===== config.mk =====
export PLATFORM = sky130hd
export DESIGN_NAME = power_channel_sequencer
export DESIGN_NICKNAME = d
export VERILOG_FILES = /design/src/shared/power_seq_pkg.sv /design/src/shared/servo_if.sv /design/src/hdl/trim_servo.sv /design/src/hdl/power_channel_sequencer.sv
export VERILOG_INCLUDE_DIRS = /design/src /design/src/shared
export SDC_FILE = /design/constraint.sdc
export NUM_CORES = 1
export LEC_CHECK = 0
export BUFFER_PORTS_ARGS = -buffer_cell sky130_fd_sc_hd__buf_2
export CAP_MARGIN = 5
export CORE_MARGIN = 4
export CORE_UTILIZATION = 40
export CTS_CLUSTER_DIAMETER = 30
export DETAILED_ROUTE_END_ITERATION = 10
export GPL_TIMING_DRIVEN = 0
export PLACE_DENSITY = 0.65
export SETUP_SLACK_MARGIN = 0.1
export SLEW_MARGIN = 20
export SYNTH_ARGS = -nofsm -noshare
export SYNTH_HDL_FRONTEND = slang
export SYNTH_SLANG_ARGS = --single-unit

===== constraint.sdc =====
create_clock -name core_clk -period 6.7 [get_ports core_clk]
set_input_delay 0.335 -clock core_clk [delete_from_list [all_inputs] [get_ports core_clk]]
set_output_delay 0.335 -clock core_clk [all_outputs]
set_load 0.005 [all_outputs]

===== src/shared/power_seq_cfg.svh =====
// Constants of the channel sequencer
`ifndef POWER_SEQ_CFG_SVH
`define POWER_SEQ_CFG_SVH
`define CLK_PERIOD_NS 50
`define DEGLITCH_NS 10000
`define DEGLITCH_CYC ((`DEGLITCH_NS + `CLK_PERIOD_NS - 1) / `CLK_PERIOD_NS)
`define FAST_STEP_NS 1000
`define FAST_STEP_CYC ((`FAST_STEP_NS + `CLK_PERIOD_NS - 1) / `CLK_PERIOD_NS)
`define RATIO_FRAC_BITS 8
`define DAC_WIDTH 10
`define VOLT_WIDTH 16
`define TIMER_WIDTH 16
`define FAST_NEAR_CODES 16'h0010
`define CONNECT_TOL 1
`endif


===== src/shared/power_seq_pkg.sv =====
// Types of the channel sequencer
package power_seq_pkg;
	typedef enum logic [6:0] {
		ST_OFF = 7'h01,
		ST_ON_DLY = 7'h02,
		ST_RISE = 7'h04,
		ST_ON = 7'h08,
		ST_MARG_HI = 7'h10,
		ST_MARG_LO = 7'h20,
		ST_OFF_DLY = 7'h40
	} chan_state_t;
	typedef enum logic [1:0] {
		ON_BY_VIN = 2'h0, ON_BY_OP = 2'h1, ON_BY_CTL = 2'h2, ON_BY_BOTH = 2'h3
	} on_src_t;
	typedef enum logic [1:0] {
		DAC_SOFT = 2'h0, DAC_DISC = 2'h1, DAC_MAN_SOFT = 2'h2, DAC_MAN_HARD = 2'h3
	} dac_mode_t;
	typedef enum logic [1:0] {
		MARG_NONE = 2'h0, MARG_LOW = 2'h1, MARG_HIGH = 2'h2
	} margin_t;
endpackage : power_seq_pkg


===== src/shared/servo_if.sv =====
// Link between sequencer and trim servo
`timescale 1ns/100ps
`default_nettype none
interface servo_if #(parameter int DW = 10, parameter int VW = 16);
	logic [VW-1:0] target, reading, ovWarn, uvWarn;
	logic readValid, connectReq, continuous, onWarn, fastOff;
	logic manual, hard, manualWr, connected;
	logic [DW-1:0] manualCode, fbCode, dacCode;
	modport ctl(output target, reading, ovWarn, uvWarn, readValid,
		connectReq, continuous, onWarn, fastOff, manual, hard, manualWr,
		manualCode, fbCode, input dacCode, connected);
	modport srv(input target, reading, ovWarn, uvWarn, readValid,
		connectReq, continuous, onWarn, fastOff, manual, hard, manualWr,
		manualCode, fbCode, output dacCode, connected);
endinterface : servo_if
`default_nettype wire


===== src/hdl/trim_servo.sv =====
// Trim DAC servo and soft or hard connect
`timescale 1ns/100ps
`default_nettype none
`include "power_seq_cfg.svh"
module trim_servo import power_seq_pkg::*; #(
	parameter int DW = `DAC_WIDTH,
	parameter int FAST_CYC = `FAST_STEP_CYC
) (
	input wire logic core_clk, // Core clock
	input wire logic rst_b, // Async reset, active low
	servo_if.srv s // Sequencer side
);
	logic [DW-1:0] dacReg;
	logic connReg, activeReg, fastReg;
	logic [`VOLT_WIDTH-1:0] lastTgt;
	logic [15:0] fastCnt;
	logic [DW-1:0] fbDiff;
	logic [`VOLT_WIDTH-1:0] err;
	logic fbUp, readLow, readHigh, tgtChg, newConn, warnOut, fastTick;
	assign fbUp = s.fbCode > dacReg;
	assign fbDiff = fbUp ? s.fbCode - dacReg : dacReg - s.fbCode;
	assign readLow = s.reading < s.target;
	assign readHigh = s.reading > s.target;
	assign err = readLow ? s.target - s.reading : s.reading - s.target;
	assign tgtChg = s.target != lastTgt;
	assign warnOut = (s.reading > s.ovWarn) || (s.reading < s.uvWarn);
	assign fastTick = fastCnt == 16'h0000;
	assign newConn = s.connectReq && !connReg &&
		((s.manual && s.hard) || fbDiff <= DW'(`CONNECT_TOL));
	assign s.dacCode = dacReg;
	assign s.connected = connReg;

	always_ff @(posedge core_clk or negedge rst_b) begin
		if (!rst_b) connReg <= 1'b0;
		else if (!s.connectReq) connReg <= 1'b0;
		else if (newConn) connReg <= 1'b1;
	end

	always_ff @(posedge core_clk or negedge rst_b) begin
		if (!rst_b) lastTgt <= 16'h0000;
		else lastTgt <= s.target;
	end

	always_ff @(posedge core_clk or negedge rst_b) begin
		if (!rst_b) fastCnt <= 16'h0000;
		else if (fastTick) fastCnt <= 16'(FAST_CYC - 1);
		else fastCnt <= fastCnt - 16'h0001;
	end

	// Servo runs again on target change, new connect, or warn drift
	always_ff @(posedge core_clk or negedge rst_b) begin
		if (!rst_b) activeReg <= 1'b0;
		else if (tgtChg || newConn || s.continuous) activeReg <= 1'b1;
		else if (s.onWarn && s.readValid && warnOut) activeReg <= 1'b1;
		else if (s.readValid && !readLow && !readHigh) activeReg <= 1'b0;
	end

	always_ff @(posedge core_clk or negedge rst_b) begin
		if (!rst_b) fastReg <= 1'b0;
		else if (!s.fastOff && !s.manual && (tgtChg || newConn))
			fastReg <= 1'b1;
		else if (!connReg || (s.readValid && err <= `FAST_NEAR_CODES))
			fastReg <= 1'b0;
	end

	always_ff @(posedge core_clk or negedge rst_b) begin
		if (!rst_b) dacReg <= '0;
		else if (!connReg) begin
			if (s.connectReq && s.manual && s.hard) dacReg <= s.manualCode;
			else if (fbUp) dacReg <= dacReg + 1'b1;
			else if (fbDiff != '0) dacReg <= dacReg - 1'b1;
		end else if (s.manual) begin
			if (s.manualWr) dacReg <= s.manualCode;
		end else if (fastReg) begin
			if (fastTick && readLow && dacReg != '1) dacReg <= dacReg + 1'b1;
			else if (fastTick && readHigh && dacReg != '0)
				dacReg <= dacReg - 1'b1;
		end else if (activeReg && s.readValid) begin
			if (readLow && dacReg != '1) dacReg <= dacReg + 1'b1;
			else if (readHigh && dacReg != '0) dacReg <= dacReg - 1'b1;
		end
	end
endmodule : trim_servo
`default_nettype wire


===== src/hdl/power_channel_sequencer.sv =====
// One power channel: on and off sequencing, margin and trim control
`timescale 1ns/100ps
`default_nettype none
`include "power_seq_cfg.svh"
module power_channel_sequencer import power_seq_pkg::*; #(
	parameter int DW = `DAC_WIDTH,
	parameter int VW = `VOLT_WIDTH,
	parameter int TW = `TIMER_WIDTH,
	parameter int DEGLITCH_CYC = `DEGLITCH_CYC,
	parameter int FAST_CYC = `FAST_STEP_CYC
) (
	input wire logic core_clk, // Core clock, 20 MHz
	input wire logic rst_b, // Async reset, active low
	input wire logic vinAboveOn, // Input sense above on level
	input wire logic vinBelowOff, // Input sense below off level
	input wire logic controlPin, // Control pin, async, active high
	input wire on_src_t onSrc, // Turn-on source
	input wire logic opCmdValid, // Operation command pulse
	input wire logic opCmdOn, // Operation: on
	input wire margin_t opMargin, // Operation: margin select
	input wire logic opGlobal, // Operation sent to all pages
	input wire logic [TW-1:0] tonDelay, // On delay, cycles
	input wire logic [TW-1:0] tonRise, // Rise time, cycles
	input wire logic [TW-1:0] tonMaxFault, // UV check time, cycles
	input wire logic [TW-1:0] toffDelay, // Off delay, cycles
	input wire logic uvFaultEnable, // UV at check time faults off
	input wire logic faultRespEnable, // React to shared fault line
	input wire logic ignoreOvMargin, // Skip OV check while margining
	input wire logic [VW-1:0] voutReading, // Output reading
	input wire logic voutValid, // New output reading pulse
	input wire logic [VW-1:0] voutCommand, // Nominal target
	input wire logic [VW-1:0] marginHigh, // Margin high target
	input wire logic [VW-1:0] marginLow, // Margin low target
	input wire logic [VW-1:0] ovFaultLimit, // OV fault limit
	input wire logic [VW-1:0] uvFaultLimit, // UV fault limit
	input wire logic [VW-1:0] ovWarnLimit, // OV warn limit
	input wire logic [VW-1:0] uvWarnLimit, // UV warn limit
	input wire logic [7:0] dischargeRatio, // Off level ratio, /256
	input wire logic continuousTrim, // Servo config bit 7
	input wire logic servoOnWarn, // Servo config bit 6
	input wire logic fastServoOff, // Fast servo disabled
	input wire dac_mode_t dacMode, // DAC connect mode
	input wire logic [DW-1:0] manualDacCode, // Manual DAC code
	input wire logic manualDacWr, // Manual code write pulse
	input wire logic [DW-1:0] feedbackCode, // Feedback node as code
	input wire logic clearFaults, // Clear status pulse
	input wire logic faultLineIn, // Shared fault line level
	output logic faultLineOut, // Shared fault line drive value
	output logic faultLineOe, // Driving fault line low
	output logic convEnable, // Converter enable
	output logic [DW-1:0] trimDacOut, // Trim DAC code
	output logic trimDacOe, // DAC connected, else high Z
	output logic alertOutN, // Alert, active low
	output logic vendorStatusReg, // Held off above discharge level
	output logic ovFaultFlag, // Sticky OV fault
	output logic uvFaultFlag, // Sticky UV fault
	output chan_state_t chanState // Channel state
);
	servo_if #(.DW(DW), .VW(VW)) sv ();
	chan_state_t stateReg, stateNext;
	logic [TW-1:0] timerReg;
	logic ctlMeta, ctlSync, fltMeta, fltSync;
	logic [15:0] dglCnt;
	logic faultTrip, vinOk, opOn, faultLatch, forceConn, riseDone;
	logic onSel, onCond, inMargin, inOnGroup, ovNow, uvAtMax, overThresh;
	logic immOff, marginReq, uvTrip;
	logic [VW+7:0] threshProd;

	// Pin synchronisers
	always_ff @(posedge core_clk or negedge rst_b) begin
		if (!rst_b) begin
			ctlMeta <= 1'b0;
			ctlSync <= 1'b0;
			fltMeta <= 1'b1;
			fltSync <= 1'b1;
		end else begin
			ctlMeta <= controlPin;
			ctlSync <= ctlMeta;
			fltMeta <= faultLineIn;
			fltSync <= fltMeta;
		end
	end

	// Own drive is not taken as an outside fault
	always_ff @(posedge core_clk or negedge rst_b) begin
		if (!rst_b) dglCnt <= 16'h0000;
		else if (fltSync || faultLineOe) dglCnt <= 16'h0000;
		else if (dglCnt != 16'(DEGLITCH_CYC)) dglCnt <= dglCnt + 16'h0001;
	end
	assign faultTrip = faultRespEnable &&
		dglCnt == 16'(DEGLITCH_CYC);

	always_ff @(posedge core_clk or negedge rst_b) begin
		if (!rst_b) vinOk <= 1'b0;
		else if (vinBelowOff) vinOk <= 1'b0;
		else if (vinAboveOn) vinOk <= 1'b1;
	end

	always_ff @(posedge core_clk or negedge rst_b) begin
		if (!rst_b) opOn <= 1'b0;
		else if (opCmdValid) opOn <= opCmdOn;
	end

	always_comb begin
		case (onSrc)
			ON_BY_VIN: onSel = 1'b1;
			ON_BY_OP: onSel = opOn;
			ON_BY_CTL: onSel = ctlSync;
			default: onSel = opOn && ctlSync;
		endcase
	end
	assign onCond = vinOk && onSel;

	assign inMargin = stateReg == ST_MARG_HI || stateReg == ST_MARG_LO;
	assign inOnGroup = inMargin || stateReg == ST_ON;
	assign ovNow = voutValid && voutReading > ovFaultLimit &&
		!(inMargin && ignoreOvMargin);
	assign uvAtMax = voutReading < uvFaultLimit;
	assign threshProd = dischargeRatio * voutCommand;
	assign overThresh = voutReading >=
		threshProd[VW+`RATIO_FRAC_BITS-1:`RATIO_FRAC_BITS];
	assign immOff = vinBelowOff || faultTrip || ovNow;
	assign marginReq = opCmdValid && opCmdOn && opMargin != MARG_NONE;

	always_comb begin
		stateNext = stateReg;
		if (immOff) stateNext = ST_OFF;
		else begin
			case (stateReg)
				ST_OFF: begin
					if (onCond && !faultLatch && !overThresh)
						stateNext = ST_ON_DLY;
				end
				ST_ON_DLY: begin
					if (!onCond) stateNext = ST_OFF;
					else if (timerReg >= tonDelay) stateNext = ST_RISE;
				end
				ST_RISE: begin
					if (!onCond) stateNext = ST_OFF_DLY;
					else if (timerReg >= tonMaxFault)
						stateNext = (uvAtMax && uvFaultEnable) ? ST_OFF : ST_ON;
				end
				ST_ON, ST_MARG_HI, ST_MARG_LO: begin
					if (!onCond) stateNext = ST_OFF_DLY;
					else if (opCmdValid && opCmdOn) begin
						if (opMargin == MARG_HIGH) stateNext = ST_MARG_HI;
						else if (opMargin == MARG_LOW) stateNext = ST_MARG_LO;
						else stateNext = ST_ON;
					end
				end
				ST_OFF_DLY: begin
					if (timerReg >= toffDelay) stateNext = ST_OFF;
				end
				default: stateNext = ST_OFF;
			endcase
		end
	end

	always_ff @(posedge core_clk or negedge rst_b) begin
		if (!rst_b) stateReg <= ST_OFF;
		else stateReg <= stateNext;
	end
	assign chanState = stateReg;

	always_ff @(posedge core_clk or negedge rst_b) begin
		if (!rst_b) timerReg <= '0;
		else if (stateNext != stateReg) timerReg <= '0;
		else if (timerReg != '1) timerReg <= timerReg + 1'b1;
	end

	always_ff @(posedge core_clk or negedge rst_b) begin
		if (!rst_b) convEnable <= 1'b0;
		else convEnable <= stateNext == ST_RISE || stateNext == ST_ON ||
			stateNext == ST_MARG_HI || stateNext == ST_MARG_LO ||
			stateNext == ST_OFF_DLY;
	end

	always_ff @(posedge core_clk or negedge rst_b) begin
		if (!rst_b) riseDone <= 1'b0;
		else if (stateReg != ST_RISE) riseDone <= 1'b0;
		else if (timerReg >= tonRise) riseDone <= 1'b1;
	end

	// Latched UV fault drives shared line until on request drops
	assign uvTrip = stateReg == ST_RISE && stateNext == ST_OFF && !immOff &&
		onCond;
	always_ff @(posedge core_clk or negedge rst_b) begin
		if (!rst_b) faultLatch <= 1'b0;
		else if (uvTrip) faultLatch <= 1'b1;
		else if (!onCond) faultLatch <= 1'b0;
	end
	assign faultLineOe = faultLatch;
	assign faultLineOut = 1'b0;

	always_ff @(posedge core_clk or negedge rst_b) begin
		if (!rst_b) forceConn <= 1'b0;
		else if (marginReq && !opGlobal && inOnGroup && dacMode == DAC_DISC)
			forceConn <= 1'b1;
		else if (!inOnGroup || stateNext == ST_ON) forceConn <= 1'b0;
	end

	always_ff @(posedge core_clk or negedge rst_b) begin
		if (!rst_b) vendorStatusReg <= 1'b0;
		else if (stateReg == ST_OFF && onCond && !faultLatch && overThresh)
			vendorStatusReg <= 1'b1;
		else if (clearFaults) vendorStatusReg <= 1'b0;
	end

	always_ff @(posedge core_clk or negedge rst_b) begin
		if (!rst_b) ovFaultFlag <= 1'b0;
		else if (ovNow) ovFaultFlag <= 1'b1;
		else if (clearFaults) ovFaultFlag <= 1'b0;
	end

	always_ff @(posedge core_clk or negedge rst_b) begin
		if (!rst_b) uvFaultFlag <= 1'b0;
		else if (uvTrip) uvFaultFlag <= 1'b1;
		else if (clearFaults) uvFaultFlag <= 1'b0;
	end
	assign alertOutN = !(vendorStatusReg || ovFaultFlag || uvFaultFlag);

	always_comb begin
		case (stateReg)
			ST_MARG_HI: sv.target = marginHigh;
			ST_MARG_LO: sv.target = marginLow;
			default: sv.target = voutCommand;
		endcase
	end
	// Margin keeps a live DAC connected
	assign sv.connectReq = (inOnGroup || riseDone) && (dacMode != DAC_DISC ||
		forceConn || (inMargin && sv.connected));
	assign sv.reading = voutReading;
	assign sv.readValid = voutValid;
	assign sv.ovWarn = ovWarnLimit;
	assign sv.uvWarn = uvWarnLimit;
	assign sv.continuous = continuousTrim;
	assign sv.onWarn = servoOnWarn && !continuousTrim;
	assign sv.fastOff = fastServoOff;
	assign sv.manual = dacMode == DAC_MAN_SOFT || dacMode == DAC_MAN_HARD;
	assign sv.hard = dacMode == DAC_MAN_HARD;
	assign sv.manualWr = manualDacWr;
	assign sv.manualCode = manualDacCode;
	assign sv.fbCode = feedbackCode;
	assign trimDacOut = sv.dacCode;
	assign trimDacOe = sv.connected;

	trim_servo #(.DW(DW), .FAST_CYC(FAST_CYC)) servo (
		.core_clk(core_clk),
		.rst_b(rst_b),
		.s(sv.srv)
	);
endmodule : power_channel_sequencer
`default_nettype wire


* Word level (Yosys, flattened, before mapping)
Index checks and enable logic that the tools add are counted.
** Word-level totals
- Bits in registers :: 97
- Logic and storage cells :: 227
- Output and inout port bits :: 25
- Input port bits :: 244
** Cells by class
- Eq/ne operators :: 34
- Multipliers :: 1
- Reductions and logical operators :: 94
- Add/sub/neg operators :: 9
- $lt $le $gt $ge :: 14
- Muxes and demuxes :: 53
** Operators with widths (number)
- 10-bit two-way mux :: 13
- 16-bit two-way mux :: 6
- 16-bit >= comparator :: 5
- 7-bit two-way mux :: 9
- 16-bit > comparator :: 3
- 16-bit < comparator :: 3
- 1-bit logical AND :: 42
- 7-bit one-hot mux with 5 select lines :: 1
- 16-bit by 1-bit adder with 16-bit output, second input constant :: 2
- 16-bit one-hot mux with 2 select lines :: 1
- 16-bit subtractor :: 2
- 8-bit by 16-bit multiplier with 24-bit output :: 1
- 1-bit logical OR :: 21
- 10-bit nonzero test :: 2
- 2-bit nonzero test :: 10
- 10-bit subtractor :: 2
- 1-bit two-way mux :: 19
- 16-bit by 8-bit equality test with 1-bit output, second input constant :: 1
- 16-bit by 5-bit <= comparator with 1-bit output, second input constant :: 1
- 16-bit zero test :: 1
- 16-bit != test :: 1
- 16-bit != test, second input constant :: 1
- 16-bit by 8-bit != test with 1-bit output, second input constant :: 1
- 16-bit by 1-bit subtractor with 16-bit output, second input constant :: 1
- other kinds (30) :: 56

* Depth between registers and ports, before layout
- Word-level depth :: 13
- Depth in mapped cells :: 33
- Gate-level depth less buffers :: 31

* Modules after synthesis
From an unflattened synthesis, not the netlist that was laid out.
** Second synthesis, totals
- Cells, all modules :: 1919
- Area total of the unflattened synthesis :: 15690.0 um2
** By module, submodules not included
- power_channel_sequencer :: times used 1, sequential area each 1305.0 um2, cells an instance 1159, area each 9634.2 um2
- trim_servo :: times used 1, sequential area each 1126.1 um2, cells an instance 760, area each 6055.8 um2

* Least setup slack after synthesis
OpenSTA, ideal clock, no wires.
- Kind :: input port to flip-flop
- From :: input dischargeRatio[7]
- To :: register timerReg[10]
- Data required time :: 6579 ps
- Stages :: 27
- Slack :: 21 ps
- Library setup time :: 121 ps
- Data arrival time :: 6557 ps
- Buffers on the path :: 2
- Path through :: clkbuf_1 > and2_1 > fa_1 > fa_1 > fa_1 > inv_1 > fa_1 > inv_1 > ha_1 > or3_1 > or3_1 > a211oi_1 > nor2_1 > nand4_1 > a31oi_1 > o21a_1 > or2_2 > ha_1 > a21o_1 > a21o_1 > a21oi_1 > o211ai_1 > a211oi_1 > inv_1 > o311ai_4 > buf_2 > nor2_1
** Between the ends
- Cells in the longest elaborated chain, start to end :: 9
- Elaborated cells between the ends (all ways) :: 10
- Those cells by class :: mul: 1; order compare: 1; eq/ne: 1; mux: 4; reduce/logical: 3
** RTL lines
- start: declaration :: RTL line power_channel_sequencer.sv:38 : input wire logic [7:0] dischargeRatio,
- 8-bit by 16-bit multiplier with 24-bit output (*) :: RTL line power_channel_sequencer.sv:119 : assign threshProd = dischargeRatio * voutCommand;
- 16-bit >= comparator (*) :: RTL line power_channel_sequencer.sv:120 : assign overThresh = voutReading >=
- 1-bit zero test (*) :: RTL line power_channel_sequencer.sv:131 : if (onCond && !faultLatch && !overThresh)
- 1-bit logical AND (*) :: RTL line power_channel_sequencer.sv:131
- 7-bit two-way mux (*) :: RTL line power_channel_sequencer.sv:131
- 7-bit one-hot mux with 5 select lines (*) :: RTL line power_channel_sequencer.sv:129 : case (stateReg)
- 7-bit two-way mux (*) :: RTL line power_channel_sequencer.sv:127 : if (immOff) stateNext = ST_OFF;
- named net stateNext[0] :: RTL line power_channel_sequencer.sv:60 : chan_state_t stateReg, stateNext;
- 7-bit != test (*) :: RTL line power_channel_sequencer.sv:167 : else if (stateNext != stateReg) timerReg <= '0;
- 16-bit two-way mux or 2-bit nonzero test (tied branches)
- end signal: assignment :: RTL line power_channel_sequencer.sv:168 : else if (timerReg != '1) timerReg <= timerReg + 1'b1;
- end: declaration :: RTL line power_channel_sequencer.sv:61 : logic [TW-1:0] timerReg;
The timed path passes the listed nets; every way through them passes the cells marked *.
A chain may end at the register's enable or synchronous reset.

* Final worst setup path
- From :: input dischargeRatio[4]
- To :: register timerReg[6]
Same word-level chain as after synthesis.

==> flow_summary.toml <==
[routing]
routed_wl_mm = 48.1
drc_errors = 0
first_pass_iters = 5
vias = 14400
drt-vias-per-instance = 5.35
drt_iter0_drc = 885
antenna_left = 0
wl_per_cell_um = 17.9

[sta]
period_needed_ns = 6.46
rsz0062_at_grt = "yes"
slew_headroom_pct = 28.6
setup_viol = 0
fmax_mhz = 155
worstMarginPinSlew_ns = 1.06
setup_slack_ns = 0.241
min_period_over_period_pct = 96.4
finalHoldViolations = 0
final.setup_skew_ns = 0.00919
drv_slew = 0
holdWs_ns = 0.0773

[hold_path]
min_path_type = "input pin to flip-flop"

[cells_and_area]
fill_cells = 3759
areaGrowthSynthToFinish_pct = 18.7
layout.cells.non_filler = 2686
diodes = 0
fin_nets = 2744
final_layout_size_suffix_gt1_share_pct = 19.5
multi_input_area_um2 = 11800
ff_latch_area_um2 = 2430

[synthesis]
yosys.area.top_type_share_pct = 19.7
ys_seq_area_share_pct = 15.8
synth_warnings = 0
synth.avg_cell_area_um2 = 8.26
synth_top_cells_by_area = "ha_1 20%, dfrtp_1 15%, fa_1 11%"
yosysTopAreaCell = "ha_1"
ys.flop_type = "dfrtp_1"
syn-num-nets = 2440
synth-async-reset-ratio_pct = 100
syn_inst = 1866
yosysUniqueCellTypes = 90
synth-seq-cells = 97
synth-edff-count = 0
synthesis.area_um2 = 15400

[clocking]
htreeDepth = 3
clkSinkCount = 97
root_buffer = "clkbuf_16"
clock_path_buffers = 2
numCtsBuffers = 9
clk_pin_slew_ns = 0.08
cts_tree = "done"
insertion_delay_ns = 0.35

[global_route]
grt_pass1_wl_mm = 76.7
grt_max_degree = 78
grt_pass1_vias = 14700
overflow = 0
grt_usage_pct = 22.8
antenna_found_initial = 4

[worst_setup_path]
crit_path_top_delay_cell = "fa_1"
critPathMostFrequentCell = "fa_1"
critPathMaxFanout = 7
slowest_delay_ns = 0.56
critical_path.endpoint_type = "flip-flop"
cp-start-kind = "input pin"
worstPathArrival_ns = 6.68
cp.required_ns = 6.92
crit_type = "input pin to flip-flop"

[power]
powerDensity_nw_per_um2 = 238
total_power_w = 0.00435
vdd_drop_max_v = 0.000200
p_leak_nw = 9.55

[job]
maxCapViolations = 0

[die]
die_x_um = 204
dieArea_um2 = 41700
initial_utilization_pct = 40.7
io_pins = 269
core_um2 = 37800
row_count = 71
fp.dieH_um = 204

[place]
dp_hpwl_mm = 39.5
port-buffer-count = 265
gp_congestion = 0.953
dpl.cell_count = 2643
place_ws_ns = -0.879

[status]
status = "finished clean"
[routing by layer]
metal	up-vias	track usage, %	share of wire, %
met3	66	3.51	6.2
met2	483	39.3	47
li1	6963	-	-
met4	6	6.13	2.8
met1	6840	29.9	44
met5	-	0	0.079
[what timing repair did]
| item | CTS | global route |
|---|---|---|
| gates resized for setup | 21 | 92 |
| setup endpoints to repair | 18 | 25 |
| hold endpoints to repair | 20 | 0 |
| hold buffers | 1 | 0 |
| setup buffers | 11 | 15 |
| pin swaps | 10 | 52 |
| cloned | 1 | 0 |
[state kept, by name, indices dropped and copies added (netlist names), 7 cells and up]
signal           flops
dglCnt              16
servo.fastCnt       16
servo.lastTgt       16
timerReg            16
servo.s.dacCode     10
chanState            7
[area by class of cell]
cell class | count | share of cell area (%)
repair buffers | 294 | 8.98
plain buffers | 46 | 1.54
flip-flops and latches | 97 | 13.3
clock buffers | 10 | 1.25
clock inverters | 6 | 0.458
well taps | 511 | 3.49
inverters | 309 | 6.34
multi-input cells | 1413 | 64.7
[where the power goes]
group / leakage, nW / switching [W] / internal [W] / total (W)
combinational: 8.16 / 0.00165 / 0.00140 / 0.00306
sequential: 1.24 / 0.0000966 / 0.000636 / 0.000733
clock: 0.152 / 0.000256 / 0.000299 / 0.000555
[layout by cell type, fill, tap and decap left out, drive strengths merged, types with 42 or more instances in the layout]
cell type  instances
a21o              55
a21oi            116
and2             101
buf              310
dfrtp             94
fa                87
ha               243
inv              312
nand2             99
nor2             116
nor3              42
o21ai             79
xnor2             59
[cell families (layout without fill, tap and decap cells)]
group | after synthesis | in the layout | share of synthesized area [%]
adders and majority gates | 330 | 330 | 31.0
other | 1 | 1 | 0.0243
DFF | 97 | 97 | 15.8
AOI/OAI and AO/OA | 401 | 401 | 17.6
buffers and inverters | 356 | 665 | 8.94
and+or+nand+nor | 552 | 552 | 19.0
muxes | 29 | 29 | 1.96
xor gates and xnor gates | 100 | 100 | 5.68
[synthesized netlist by cell type (all sizes together), types with 5 or more instances]
cell type and count:
mux2 6, o211ai 13, or3 15, nor4 15
o21ai 79, fa 87, inv 309, nand4 36
a22o 17, o311ai 5, nand2 99, o31ai 8
nor2 116, o2111ai 5, ha 243, o21a 24
a21o 55, nor2b 27, and3 11, xnor2 59
nor3 42, o32ai 5, and4 6, a31oi 17
nand3 39, dfrtp 94, a21oi 116, mux2i 23
xor2 41, buf 16, or2 7, a211oi 10
nand2b 18, and2 101, clkbuf 31, nor4b 5
[worst max-delay path: cells and delay by family]
family / cells / cell delay [ns]
buffers and inverters: 8 / 0.86
and+or+nand+nor: 6 / 1.08
xor gates and xnor gates: 1 / 0.14
AOI/OAI and AO/OA: 8 / 1.76
adders and majority gates: 6 / 2.46
[metrics by stage]
step                util (%)  cell area [um^2]  TNS, ns
floorplan                  -             15400        0
global placement        45.9             17400   -14.06
detailed placement      46.0             17400   -13.79
CTS                     47.3             17900        0
global route            48.3             18300        0
finish                  48.3             18300        0
[final timing paths]
kind | to | slack [ns] | from | cells after the start
setup reg to reg | servo.fastReg$_DFFE_PN0P_ | 0.47 | chanState[2]$_DFF_PN0_ | 21
hold reg to reg | ctlSync$_DFF_PN0_ | 0.36 | ctlMeta$_DFF_PN0_ | 0
max in group asynchronous | chanState[0]$_DFF_PN1_ | 5.60 | rst_b | 3
min in group asynchronous | servo.s.dacCode[5]$_DFFE_PN0P_ | 0.41 | rst_b | 2
setup / recovery | timerReg[6]$_DFFE_PN0P_ | 0.24 | dischargeRatio[4] | 29
hold / removal | fltMeta$_DFF_PN1_ | 0.08 | faultLineIn | 1
Power figures use the tool's default switching activity.
